**config.mk**
```make
export PLATFORM = sky130hd
export DESIGN_NAME = oci_top
export DESIGN_NICKNAME = d
export VERILOG_FILES = /design/src/rtl/oci_pkg.sv /design/src/rtl/oci_flag.sv /design/src/rtl/oci_axil.sv /design/src/rtl/oci_top.sv
export SDC_FILE = /design/constraint.sdc
export NUM_CORES = 1
export LEC_CHECK = 0
export BUFFER_PORTS_ARGS = -buffer_cell sky130_fd_sc_hd__clkbuf_2
export CAP_MARGIN = 10
export CORE_MARGIN = 2
export CORE_UTILIZATION = 45
export CTS_BUF_LIST = sky130_fd_sc_hd__clkbuf_8
export CTS_CLUSTER_SIZE = 24
export DETAILED_ROUTE_END_ITERATION = 8
export GPL_ROUTABILITY_DRIVEN = 0
export GPL_TIMING_DRIVEN = 0
export PLACE_DENSITY = 0.85
export SLEW_MARGIN = 25
export SYNTH_ARGS = -nofsm -noshare
export SYNTH_HDL_FRONTEND = slang
export SYNTH_SLANG_ARGS = --single-unit
```
**constraint.sdc**
```tcl
create_clock -name aclk -period 2.9 [get_ports aclk]
set_input_delay 0.29 -clock aclk [delete_from_list [all_inputs] [get_ports aclk]]
set_output_delay 0.29 -clock aclk [all_outputs]
set_load 0.05 [all_outputs]
```
**src/rtl/oci_pkg.sv**
```systemverilog
/*
  Constants shared by the output compare idle and interrupt block: register
  indices and byte addresses, control field positions, mode codes, reset
  values, interrupt bit positions and bus response codes.
  Assumes a 32-bit AXI4-Lite bus with one aligned word per register.
*/
package oci_pkg;

  // Register indices as printed; the byte address is four times the index.
  localparam int unsigned ADDR_W = 14;
  localparam logic [11:0] IDX_SECONDARY = 12'h180;
  localparam logic [11:0] IDX_MAIN = 12'h182;
  localparam logic [11:0] IDX_CONTROL = 12'h184;
  localparam logic [11:0] IDX_IRQ_STATUS = 12'h190;
  localparam logic [11:0] IDX_IRQ_ENABLE = 12'h191;
  localparam logic [13:0] ADDR_SECONDARY = {IDX_SECONDARY, 2'b00};
  localparam logic [13:0] ADDR_MAIN = {IDX_MAIN, 2'b00};
  localparam logic [13:0] ADDR_CONTROL = {IDX_CONTROL, 2'b00};
  localparam logic [13:0] ADDR_IRQ_STATUS = {IDX_IRQ_STATUS, 2'b00};
  localparam logic [13:0] ADDR_IRQ_ENABLE = {IDX_IRQ_ENABLE, 2'b00};

  // Control register layout.
  localparam int unsigned CTL_SIDL_BIT = 13;
  localparam int unsigned CTL_TSEL_BIT = 3;
  localparam int unsigned MODE_W = 3;
  localparam logic [15:0] CONTROL_WMASK = 16'h200f;

  // Mode codes; the two highest codes select PWM.
  localparam logic [2:0] MODE_OFF = 3'h0;
  localparam logic [1:0] MODE_PWM_TOP = 2'h3;

  // Reset values.
  localparam logic [15:0] SECONDARY_RST = 16'h0000;
  localparam logic [15:0] MAIN_RST = 16'h0000;
  localparam logic [15:0] CONTROL_RST = 16'h0000;

  // Interrupt status and enable bit positions.
  localparam int unsigned IRQ_W = 3;
  localparam int unsigned IRQ_CMP = 0;
  localparam int unsigned IRQ_TA = 1;
  localparam int unsigned IRQ_TB = 2;
  localparam logic [2:0] IRQ_ENABLE_RST = 3'h0;

  // AXI response codes.
  localparam logic [1:0] RESP_OKAY = 2'h0;
  localparam logic [1:0] RESP_SLVERR = 2'h2;

endpackage

```
**src/rtl/oci_flag.sv**
```systemverilog
/*
  One sticky interrupt flag: hardware sets it, software clears it.
  Assumes set and clear are single-cycle pulses on the same clock.
*/
`timescale 1ns/1ps
module oci_flag (
  input wire logic aclk,
  input wire logic aresetn,
  input wire logic set,
  input wire logic clr,
  output logic flag_q
);

  // Set wins over clear so an event in the clearing cycle is not lost.
  always_ff @(posedge aclk) begin
    if (!aresetn) begin
      flag_q <= 1'b0;
    end else if (set) begin
      flag_q <= 1'b1;
    end else if (clr) begin
      flag_q <= 1'b0;
    end
  end

endmodule // oci_flag

```
**src/rtl/oci_axil.sv**
```systemverilog
/*
  AXI4-Lite slave front end: takes write address and data in either order,
  issues one write strobe, and answers reads one edge after the address.
  Assumes the parent decodes addresses combinationally and reports a hit.
*/
`timescale 1ns/1ps
module oci_axil (
  input wire logic aclk,
  input wire logic aresetn,
  input wire logic [13:0] awaddr,
  input wire logic awvalid,
  output logic awready,
  input wire logic [31:0] wdata,
  input wire logic [3:0] wstrb,
  input wire logic wvalid,
  output logic wready,
  output logic [1:0] bresp,
  output logic bvalid,
  input wire logic bready,
  input wire logic [13:0] araddr,
  input wire logic arvalid,
  output logic arready,
  output logic [31:0] rdata,
  output logic [1:0] rresp,
  output logic rvalid,
  input wire logic rready,
  output logic wr_en,
  output logic [13:0] wr_addr,
  output logic [31:0] wr_data,
  output logic [3:0] wr_strb,
  input wire logic wr_ok,
  output logic rd_en,
  output logic [13:0] rd_addr,
  input wire logic [31:0] rd_data,
  input wire logic rd_ok
);

  logic aw_held_q;
  logic w_held_q;

  // The write happens once both halves are held and no response is pending.
  assign wr_en = aw_held_q && w_held_q && !bvalid;
  assign rd_en = arvalid && arready;
  assign rd_addr = araddr;

  // Capture the write address and hold it until the write is done.
  // Ready is its own flop so the port comes straight from a register.
  always_ff @(posedge aclk) begin
    if (!aresetn) begin
      aw_held_q <= 1'b0;
      awready <= 1'b1;
      wr_addr <= '0;
    end else if (awvalid && !aw_held_q) begin
      aw_held_q <= 1'b1;
      awready <= 1'b0;
      wr_addr <= awaddr;
    end else if (wr_en) begin
      aw_held_q <= 1'b0;
      awready <= 1'b1;
    end
  end

  // Capture the write data and strobes independently of the address.
  always_ff @(posedge aclk) begin
    if (!aresetn) begin
      w_held_q <= 1'b0;
      wready <= 1'b1;
      wr_data <= '0;
      wr_strb <= '0;
    end else if (wvalid && !w_held_q) begin
      w_held_q <= 1'b1;
      wready <= 1'b0;
      wr_data <= wdata;
      wr_strb <= wstrb;
    end else if (wr_en) begin
      w_held_q <= 1'b0;
      wready <= 1'b1;
    end
  end

  // Write response; an unmapped address answers with a slave error.
  always_ff @(posedge aclk) begin
    if (!aresetn) begin
      bvalid <= 1'b0;
      bresp <= oci_pkg::RESP_OKAY;
    end else if (wr_en) begin
      bvalid <= 1'b1;
      bresp <= wr_ok ? oci_pkg::RESP_OKAY : oci_pkg::RESP_SLVERR;
    end else if (bready) begin
      bvalid <= 1'b0;
    end
  end

  // Read channel: one read at a time, data sampled at the address edge.
  always_ff @(posedge aclk) begin
    if (!aresetn) begin
      arready <= 1'b1;
      rvalid <= 1'b0;
      rdata <= '0;
      rresp <= oci_pkg::RESP_OKAY;
    end else if (rd_en) begin
      arready <= 1'b0;
      rvalid <= 1'b1;
      rdata <= rd_ok ? rd_data : 32'h0000_0000;
      rresp <= rd_ok ? oci_pkg::RESP_OKAY : oci_pkg::RESP_SLVERR;
    end else if (rvalid && rready) begin
      arready <= 1'b1;
      rvalid <= 1'b0;
    end
  end

endmodule // oci_axil

```
**src/rtl/oci_top.sv**
```systemverilog
/*
  Output compare channel: idle gating, interrupt flags and requests, and the
  compare, secondary compare and control registers behind AXI4-Lite.
  Assumes timers, match logic and core idle come from logic on aclk.
*/
// What this block does
// - Channel runs all modes during idle when allowed.
// - Idle run needs stop bit clear, timer on, timer idle stop clear.
// - Non-PWM compare events set channel flag.
// - Channel flag stays set until software clears.
// - Channel request only when flag and enable.
// - PWM events set selected timer's flag.
// - Timer request only when flag and enable.
// - Timer flag stays set until software clears.
// - PWM mode never sets channel flag.
// - Secondary compare at 0180, resets to zero.
// - Mode codes 110 and 111 mean PWM.
// - Timer select bit picks timer, default first.
// - PWM event follows count reaching period.
`timescale 1ns/1ps
module oci_top (
  input wire logic aclk,
  input wire logic aresetn,
  input wire logic [13:0] awaddr,
  input wire logic awvalid,
  output logic awready,
  input wire logic [31:0] wdata,
  input wire logic [3:0] wstrb,
  input wire logic wvalid,
  output logic wready,
  output logic [1:0] bresp,
  output logic bvalid,
  input wire logic bready,
  input wire logic [13:0] araddr,
  input wire logic arvalid,
  output logic arready,
  output logic [31:0] rdata,
  output logic [1:0] rresp,
  output logic rvalid,
  input wire logic rready,
  input wire logic core_idle,
  input wire logic compare_event,
  input wire logic timer_a_on,
  input wire logic timer_a_stop_in_idle,
  input wire logic timer_a_tick,
  input wire logic [15:0] timer_a_count,
  input wire logic [15:0] timer_a_period,
  input wire logic timer_b_on,
  input wire logic timer_b_stop_in_idle,
  input wire logic timer_b_tick,
  input wire logic [15:0] timer_b_count,
  input wire logic [15:0] timer_b_period,
  output logic irq,
  output logic compare_irq_req,
  output logic timer_a_irq_req,
  output logic timer_b_irq_req,
  output logic channel_run,
  output logic [2:0] compare_mode_select,
  output logic timer_select,
  output logic [15:0] secondary_compare,
  output logic [15:0] main_compare
);

  logic wr_en;
  logic [13:0] wr_addr;
  logic [31:0] wr_data;
  logic [3:0] wr_strb;
  logic wr_ok;
  logic [13:0] rd_addr;
  logic [31:0] rd_data;
  logic rd_ok;
  logic [15:0] wr_word;
  logic [15:0] wr_mask;
  logic channel_stop_in_idle;
  logic pwm_mode;
  logic active;
  logic sel_on;
  logic sel_sidl;
  logic sel_tick;
  logic period_hit;
  logic pwm_event;
  logic cmp_set;
  logic [2:0] irq_set;
  logic [2:0] irq_clr;
  logic [2:0] irq_status;
  logic [2:0] irq_enable_q;
  logic [15:0] control;

  oci_axil u_bus (
    .aclk(aclk),
    .aresetn(aresetn),
    .awaddr(awaddr),
    .awvalid(awvalid),
    .awready(awready),
    .wdata(wdata),
    .wstrb(wstrb),
    .wvalid(wvalid),
    .wready(wready),
    .bresp(bresp),
    .bvalid(bvalid),
    .bready(bready),
    .araddr(araddr),
    .arvalid(arvalid),
    .arready(arready),
    .rdata(rdata),
    .rresp(rresp),
    .rvalid(rvalid),
    .rready(rready),
    .wr_en(wr_en),
    .wr_addr(wr_addr),
    .wr_data(wr_data),
    .wr_strb(wr_strb),
    .wr_ok(wr_ok),
    .rd_en(),
    .rd_addr(rd_addr),
    .rd_data(rd_data),
    .rd_ok(rd_ok)
  );

  // Byte lanes 0 and 1 carry the 16-bit registers; upper lanes are ignored.
  assign wr_mask = {{8{wr_strb[1]}}, {8{wr_strb[0]}}};
  assign wr_word = wr_data[15:0];

  // Mode decode and timer selection.
  assign pwm_mode = compare_mode_select[2:1] == oci_pkg::MODE_PWM_TOP;
  assign sel_on = timer_select ? timer_b_on : timer_a_on;
  assign sel_sidl = timer_select ? timer_b_stop_in_idle : timer_a_stop_in_idle;
  assign sel_tick = timer_select ? timer_b_tick : timer_a_tick;
  assign period_hit = timer_select ? (timer_b_count == timer_b_period)
                                   : (timer_a_count == timer_a_period);

  // Outside idle the channel always runs; in idle all three conditions
  // must hold, otherwise compare and period events are ignored and channel_run drops.
  assign active = !core_idle || (!channel_stop_in_idle && sel_on && !sel_sidl);

  // The period event is a tick in the same cycle that count equals period.
  assign pwm_event = active && pwm_mode && sel_tick && period_hit;
  assign cmp_set = active && !pwm_mode && compare_event;

  // Flag set sources: channel flag outside PWM, timer flags in PWM.
  always_comb begin
    irq_set = 3'h0;
    irq_set[oci_pkg::IRQ_CMP] = cmp_set;
    irq_set[oci_pkg::IRQ_TA] = pwm_event && !timer_select;
    irq_set[oci_pkg::IRQ_TB] = pwm_event && timer_select;
  end

  // Only a software write of one clears a flag; hardware never does.
  assign irq_clr = (wr_en && wr_addr == oci_pkg::ADDR_IRQ_STATUS && wr_strb[0])
                   ? wr_data[2:0] : 3'h0;

  genvar gi;
  generate
    for (gi = 0; gi < oci_pkg::IRQ_W; gi++) begin : g_flag
      oci_flag u_flag (
        .aclk(aclk),
        .aresetn(aresetn),
        .set(irq_set[gi]),
        .clr(irq_clr[gi]),
        .flag_q(irq_status[gi])
      );
    end
  endgenerate

  // Control register; the fault bit is not kept here and reads zero.
  always_ff @(posedge aclk) begin
    if (!aresetn) begin
      channel_stop_in_idle <= oci_pkg::CONTROL_RST[oci_pkg::CTL_SIDL_BIT];
      timer_select <= oci_pkg::CONTROL_RST[oci_pkg::CTL_TSEL_BIT];
      compare_mode_select <= oci_pkg::CONTROL_RST[2:0];
    end else if (wr_en && wr_addr == oci_pkg::ADDR_CONTROL) begin
      if (wr_strb[1]) begin
        channel_stop_in_idle <= wr_word[oci_pkg::CTL_SIDL_BIT];
      end
      if (wr_strb[0]) begin
        timer_select <= wr_word[oci_pkg::CTL_TSEL_BIT];
        compare_mode_select <= wr_word[2:0];
      end
    end
  end

  // Secondary compare, a plain read-write word that clears on reset.
  always_ff @(posedge aclk) begin
    if (!aresetn) begin
      secondary_compare <= oci_pkg::SECONDARY_RST;
    end else if (wr_en && wr_addr == oci_pkg::ADDR_SECONDARY) begin
      secondary_compare <= (secondary_compare & ~wr_mask) | (wr_word & wr_mask);
    end
  end

  // Main compare: writable outside PWM; in PWM it is a read-only latch
  // loaded from the secondary at each period, which keeps duty glitchless.
  always_ff @(posedge aclk) begin
    if (!aresetn) begin
      main_compare <= oci_pkg::MAIN_RST;
    end else if (pwm_event) begin
      main_compare <= secondary_compare;
    end else if (wr_en && wr_addr == oci_pkg::ADDR_MAIN && !pwm_mode) begin
      main_compare <= (main_compare & ~wr_mask) | (wr_word & wr_mask);
    end
  end

  // Interrupt enable register, same layout as the status register.
  always_ff @(posedge aclk) begin
    if (!aresetn) begin
      irq_enable_q <= oci_pkg::IRQ_ENABLE_RST;
    end else if (wr_en && wr_addr == oci_pkg::ADDR_IRQ_ENABLE && wr_strb[0]) begin
      irq_enable_q <= wr_data[2:0];
    end
  end

  // Registered requests; each needs its flag and its own enable.
  always_ff @(posedge aclk) begin
    if (!aresetn) begin
      compare_irq_req <= 1'b0;
      timer_a_irq_req <= 1'b0;
      timer_b_irq_req <= 1'b0;
      irq <= 1'b0;
      channel_run <= 1'b0;
    end else begin
      compare_irq_req <= irq_status[0] && irq_enable_q[0];
      timer_a_irq_req <= irq_status[1] && irq_enable_q[1];
      timer_b_irq_req <= irq_status[2] && irq_enable_q[2];
      irq <= |(irq_status & irq_enable_q);
      channel_run <= active;
    end
  end

  // Read decode and address check; registers above bit 15 read zero.
  assign control = {2'b00, channel_stop_in_idle, 9'h000, timer_select,
                    compare_mode_select};
  always_comb begin
    rd_ok = 1'b1;
    unique case (rd_addr)
      oci_pkg::ADDR_SECONDARY: rd_data = {16'h0000, secondary_compare};
      oci_pkg::ADDR_MAIN: rd_data = {16'h0000, main_compare};
      oci_pkg::ADDR_CONTROL: rd_data = {16'h0000, control};
      oci_pkg::ADDR_IRQ_STATUS: rd_data = {29'h0, irq_status};
      oci_pkg::ADDR_IRQ_ENABLE: rd_data = {29'h0, irq_enable_q};
      default: begin
        rd_data = 32'h0000_0000;
        rd_ok = 1'b0;
      end
    endcase
  end
  assign wr_ok = (wr_addr == oci_pkg::ADDR_SECONDARY) ||
                 (wr_addr == oci_pkg::ADDR_MAIN) ||
                 (wr_addr == oci_pkg::ADDR_CONTROL) ||
                 (wr_addr == oci_pkg::ADDR_IRQ_STATUS) ||
                 (wr_addr == oci_pkg::ADDR_IRQ_ENABLE);
endmodule // oci_top

```
==> impl_results.html <==
<table>
<tr><th>Metric</th><th>Value</th></tr>
<tr><th colspan="2">Clocking</th></tr>
<tr><td>Number of clock buffers inserted by TritonCTS</td><td>9</td></tr>
<tr><td>Cell at the root of the clock tree</td><td>sky130_fd_sc_hd__clkbuf_8</td></tr>
<tr><td>Sinks on Clock Net</td><td>105</td></tr>
<tr><td>CTS tree</td><td>done</td></tr>
<tr><td># hold bufs at CTS</td><td>0</td></tr>
<tr><td>Post-CTS setup-driven buffer insertion count</td><td>0</td></tr>
<tr><td>Number of buffers on the longest clock path</td><td>2</td></tr>
<tr><td>Clock-pin slew on the worst setup and hold paths</td><td>0.10 ns</td></tr>
<tr><td>Number of gates resized after cts</td><td>0</td></tr>
<tr><td>H-tree level count</td><td>3</td></tr>
<tr><td>Insertion delay to the later sink of the worst-skew pair</td><td>0.37 ns</td></tr>
<tr><th colspan="2">Timing</th></tr>
<tr><td>Post-route worst hold slack</td><td>0.125 ns</td></tr>
<tr><td>Actual slew at the worst max-slew pin</td><td>0.951 ns</td></tr>
<tr><td>Final Cycle Share</td><td>95.2%</td></tr>
<tr><td>Hold Violations, Final</td><td>0</td></tr>
<tr><td>Relative slew margins</td><td>35.7%</td></tr>
<tr><td>Final setup vio count</td><td>0</td></tr>
<tr><td>Fin. max-slew vios</td><td>0</td></tr>
<tr><td>Setup repair after global routing missed its margin</td><td>false</td></tr>
<tr><td>Worst clock skew on the final layout</td><td>0.0142 ns</td></tr>
<tr><td>Time the final worst path needs with I/O delays and setup</td><td>2.76 ns</td></tr>
<tr><td>Maximum achievable frequency</td><td>0.362 GHz</td></tr>
<tr><td>TNS Setup</td><td>0 ns</td></tr>
<tr><th colspan="2">Cells and area</th></tr>
<tr><td>Share of cells above drive strength 1</td><td>29.4%</td></tr>
<tr><td>Antenna cell count</td><td>0</td></tr>
<tr><td>Synth-to-Final Area Change</td><td>28.7%</td></tr>
<tr><td>Total Nets Final</td><td>934</td></tr>
<tr><td>Number of standard cells in the layout, taps in and fillers out</td><td>932</td></tr>
<tr><td>Filler Cell Count</td><td>984</td></tr>
<tr><th colspan="2">Synth</th></tr>
<tr><td>Most numerous cell in the Yosys netlist</td><td>sky130_fd_sc_hd__nand2_1</td></tr>
<tr><td>Top cell types by occurrence after synthesis</td><td>116 x sky130_fd_sc_hd__nand2_1, 105 x sky130_fd_sc_hd__dfxtp_1, 45 x sky130_fd_sc_hd__a21oi_1</td></tr>
<tr><td>Dominant cell type by area after synthesis</td><td>sky130_fd_sc_hd__dfxtp_1</td></tr>
<tr><td>Count of warnings emitted by yosys</td><td>0</td></tr>
<tr><td>Synth Cell Area</td><td>0.00487 mm2</td></tr>
<tr><td>Per-instance average area after synthesis</td><td>8.47 um2</td></tr>
<tr><td>Flip-flop cell with the highest count after synthesis</td><td>sky130_fd_sc_hd__dfxtp_1</td></tr>
<tr><td>Ranking of synthesized cells by area</td><td>sky130_fd_sc_hd__dfxtp_1 43%, sky130_fd_sc_hd__nand2_1 8.9%, sky130_fd_sc_hd__mux2i_1 6.8%</td></tr>
<tr><td>Number of enable flip-flop cells after synthesis</td><td>0</td></tr>
<tr><td>Fraction of registers with async set or reset after synthesis</td><td>0%</td></tr>
<tr><td>Count of cell types in the netlist</td><td>51</td></tr>
<tr><td>Synth top area share</td><td>43.2%</td></tr>
<tr><td>Number of instances in the synthesized netlist</td><td>575</td></tr>
<tr><td>Number of register bits inferred by synthesis</td><td>105</td></tr>
<tr><td>Register area share after synthesis</td><td>43.2%</td></tr>
<tr><th colspan="2">Floorplan</th></tr>
<tr><td>Die Height</td><td>108 um</td></tr>
<tr><td>Number of top-level pins</td><td>225</td></tr>
<tr><td>Initial Utilization</td><td>46.8%</td></tr>
<tr><td>DIE AREA</td><td>0.0117 mm2</td></tr>
<tr><td>Chip Width</td><td>108 um</td></tr>
<tr><td>Standard-cell row count</td><td>37</td></tr>
<tr><td>Core Footprint</td><td>0.0104 mm2</td></tr>
<tr><th colspan="2">Setup path</th></tr>
<tr><td>Kind of launch point of the worst setup path</td><td>register</td></tr>
<tr><td>Slowest stage delay, CP</td><td>0.58 ns</td></tr>
<tr><td>R2r setup slk</td><td>0.14 ns</td></tr>
<tr><td>Worst r2r path cells</td><td>6</td></tr>
<tr><td>Crit Path Max Fanout</td><td>10</td></tr>
<tr><td>Required arrival time at the worst endpoint</td><td>3.19 ns</td></tr>
<tr><td>Crit path kind</td><td>reg -&gt; reg</td></tr>
<tr><td>CP max-delay cell</td><td>sky130_fd_sc_hd__or4b_1</td></tr>
<tr><td>Data arrival time of the critical path</td><td>3.06 ns</td></tr>
<tr><td>Worst R2R Start</td><td>timer_select</td></tr>
<tr><td>Category of the worst setup path capture point</td><td>register</td></tr>
<tr><td>Cell-by-cell listing of the critical path</td><td>or4b_1 -&gt; a311o_1 -&gt; or4_4 -&gt; o2bb2ai_4 -&gt; buf_12 -&gt; mux2i_1</td></tr>
<tr><th colspan="2">Route</th></tr>
<tr><td>Number of optimization iterations in the first detailed-route pass</td><td>5</td></tr>
<tr><td>Average wire per cell in the routed design</td><td>14.2 um</td></tr>
<tr><td>Sum of routed wire length over all layers</td><td>13.2 mm</td></tr>
<tr><td>DRC</td><td>0</td></tr>
<tr><td>Drt via density</td><td>5.04</td></tr>
<tr><td>Detail Route Antenna Nets</td><td>0</td></tr>
<tr><td>DR iter-0 viols</td><td>256</td></tr>
<tr><td>Number of vias in the routed layout</td><td>4693</td></tr>
<tr><th colspan="2">GRT</th></tr>
<tr><td>Wire length of the first global-routing pass</td><td>21.6 mm</td></tr>
<tr><td>Residual overflow from global routing</td><td>0</td></tr>
<tr><td>Initial antenna violation count</td><td>0</td></tr>
<tr><td>Vias in the first global route</td><td>4532</td></tr>
<tr><td>Overall fraction of global-route tracks in use</td><td>23.3%</td></tr>
<tr><td>Pin count of the biggest net entering global routing</td><td>18</td></tr>
<tr><th colspan="2">Worst hold path</th></tr>
<tr><td>Hold-critical path endpoint</td><td>u_bus.wr_addr[7]</td></tr>
<tr><td>Hold path startpoint</td><td>awaddr[7]</td></tr>
<tr><td>Cell count of the worst hold path</td><td>3</td></tr>
<tr><td>Worst min-delay path class</td><td>in -&gt; reg</td></tr>
<tr><th colspan="2">Job</th></tr>
<tr><td>Max-capacitance violation count</td><td>0</td></tr>
<tr><th colspan="2">Placement</th></tr>
<tr><td>Post-DP HPWL</td><td>10.6 mm</td></tr>
<tr><td>Quantity of I/O buffers inserted on ports</td><td>188</td></tr>
<tr><td>Placed Cells incl. Taps</td><td>916</td></tr>
<tr><th colspan="2">Run status</th></tr>
<tr><td>Run status</td><td>completed</td></tr>
<tr><th colspan="2">Power</th></tr>
<tr><td>Leak pwr</td><td>0.00274 uW</td></tr>
<tr><td>Peak VDD IR</td><td>0.296 mV</td></tr>
<tr><td>Power per Cell Area</td><td>455 mW/mm2</td></tr>
</table>
worst max-delay path by stage:
stage | to | startpoint
floorplan | register | timer_select
global placement | register | timer_select
detailed placement | register | timer_select
CTS | register | timer_select
global route | register | timer_select
finish | register | timer_select
where the power goes:
group	switching, uW	internal, uW	leakage [uW]	total, uW
clock	505	426	0.000100	931
combinational	244	159	0.00178	403
sequential	34.5	1480	0.000854	1520
through the flow:
stage | total power, uW | worst slack [ns] | area, um2 | util [%]
2_1_floorplan | 1800 | 0.241 | 4930 | -
3_3_place_gp | 1940 | 0.227 | 6050 | 58.0
3_5_place_dp | 1950 | 0.188 | 6050 | 58.0
4_1_cts | 2850 | 0.122 | 6250 | 60.0
5_1_grt | 2970 | 0.0182 | 6270 | 60.2
6_report | 2850 | 0.140 | 6270 | 60.2
layer usage:
layer	part of all wire (%)	track usage, %
met5	0	0
met3	6.2	4.64
met2	47	39.0
met4	1.6	6.50
met1	45	30.7
critical path: cells and delay by family, from the launching register on:
| kind | cells | cell delay (ns) |
|---|---|---|
| mux | 1 | 0.21 |
| buf+inv | 1 | 0.20 |
| flops | 1 | 0.45 |
| compound gates | 2 | 0.70 |
| simple gates | 2 | 1.12 |
cell usage in the layout (no fill, tap or decap), types with 5 or more instances in the layout:
cell / n
sky130_fd_sc_hd__a21boi_0: 16
sky130_fd_sc_hd__a21oi_1: 45
sky130_fd_sc_hd__a222oi_1: 5
sky130_fd_sc_hd__a22oi_1: 11
sky130_fd_sc_hd__and3_1: 20
sky130_fd_sc_hd__buf_4: 18
sky130_fd_sc_hd__clkbuf_1: 27
sky130_fd_sc_hd__clkbuf_2: 188
sky130_fd_sc_hd__clkbuf_8: 10
sky130_fd_sc_hd__conb_1: 18
sky130_fd_sc_hd__dfxtp_1: 105
sky130_fd_sc_hd__mux2i_1: 33
sky130_fd_sc_hd__nand2_1: 116
sky130_fd_sc_hd__nand2b_1: 5
sky130_fd_sc_hd__nand3_1: 13
sky130_fd_sc_hd__nor2_1: 28
sky130_fd_sc_hd__nor4_1: 5
sky130_fd_sc_hd__o21ai_0: 5
sky130_fd_sc_hd__o21ai_1: 30
sky130_fd_sc_hd__xnor2_1: 20
sky130_fd_sc_hd__xor2_1: 12
cells by family (layout without fill, tap and decap cells):
logic type	count (synthesis)	in the layout	share of synthesized area, %
AO/OA/AOI/OAI	126	126	16.0
XOR/XNOR	32	32	5.75
buffers and inverters	51	255	5.68
flip-flops	105	105	43.2
multiplexers	36	36	7.47
other	1	18	0.0770
AND/OR/NAND/NOR	224	224	21.8
layout make-up:
| class | instances | area, um2 | area share [%] |
|---|---|---|---|
| multi-input combinational | 436 | 2570 | 41.1 |
| clock buffer | 10 | 138 | 2.20 |
| tap | 136 | 170 | 2.71 |
| sequential | 105 | 2100 | 33.5 |
| buffer | 48 | 265 | 4.23 |
| clock inverter | 6 | 66.3 | 1.06 |
| inverter | 3 | 11.3 | 0.180 |
| timing repair buffer | 188 | 941 | 15.0 |
Power figures use the tool's default switching activity.
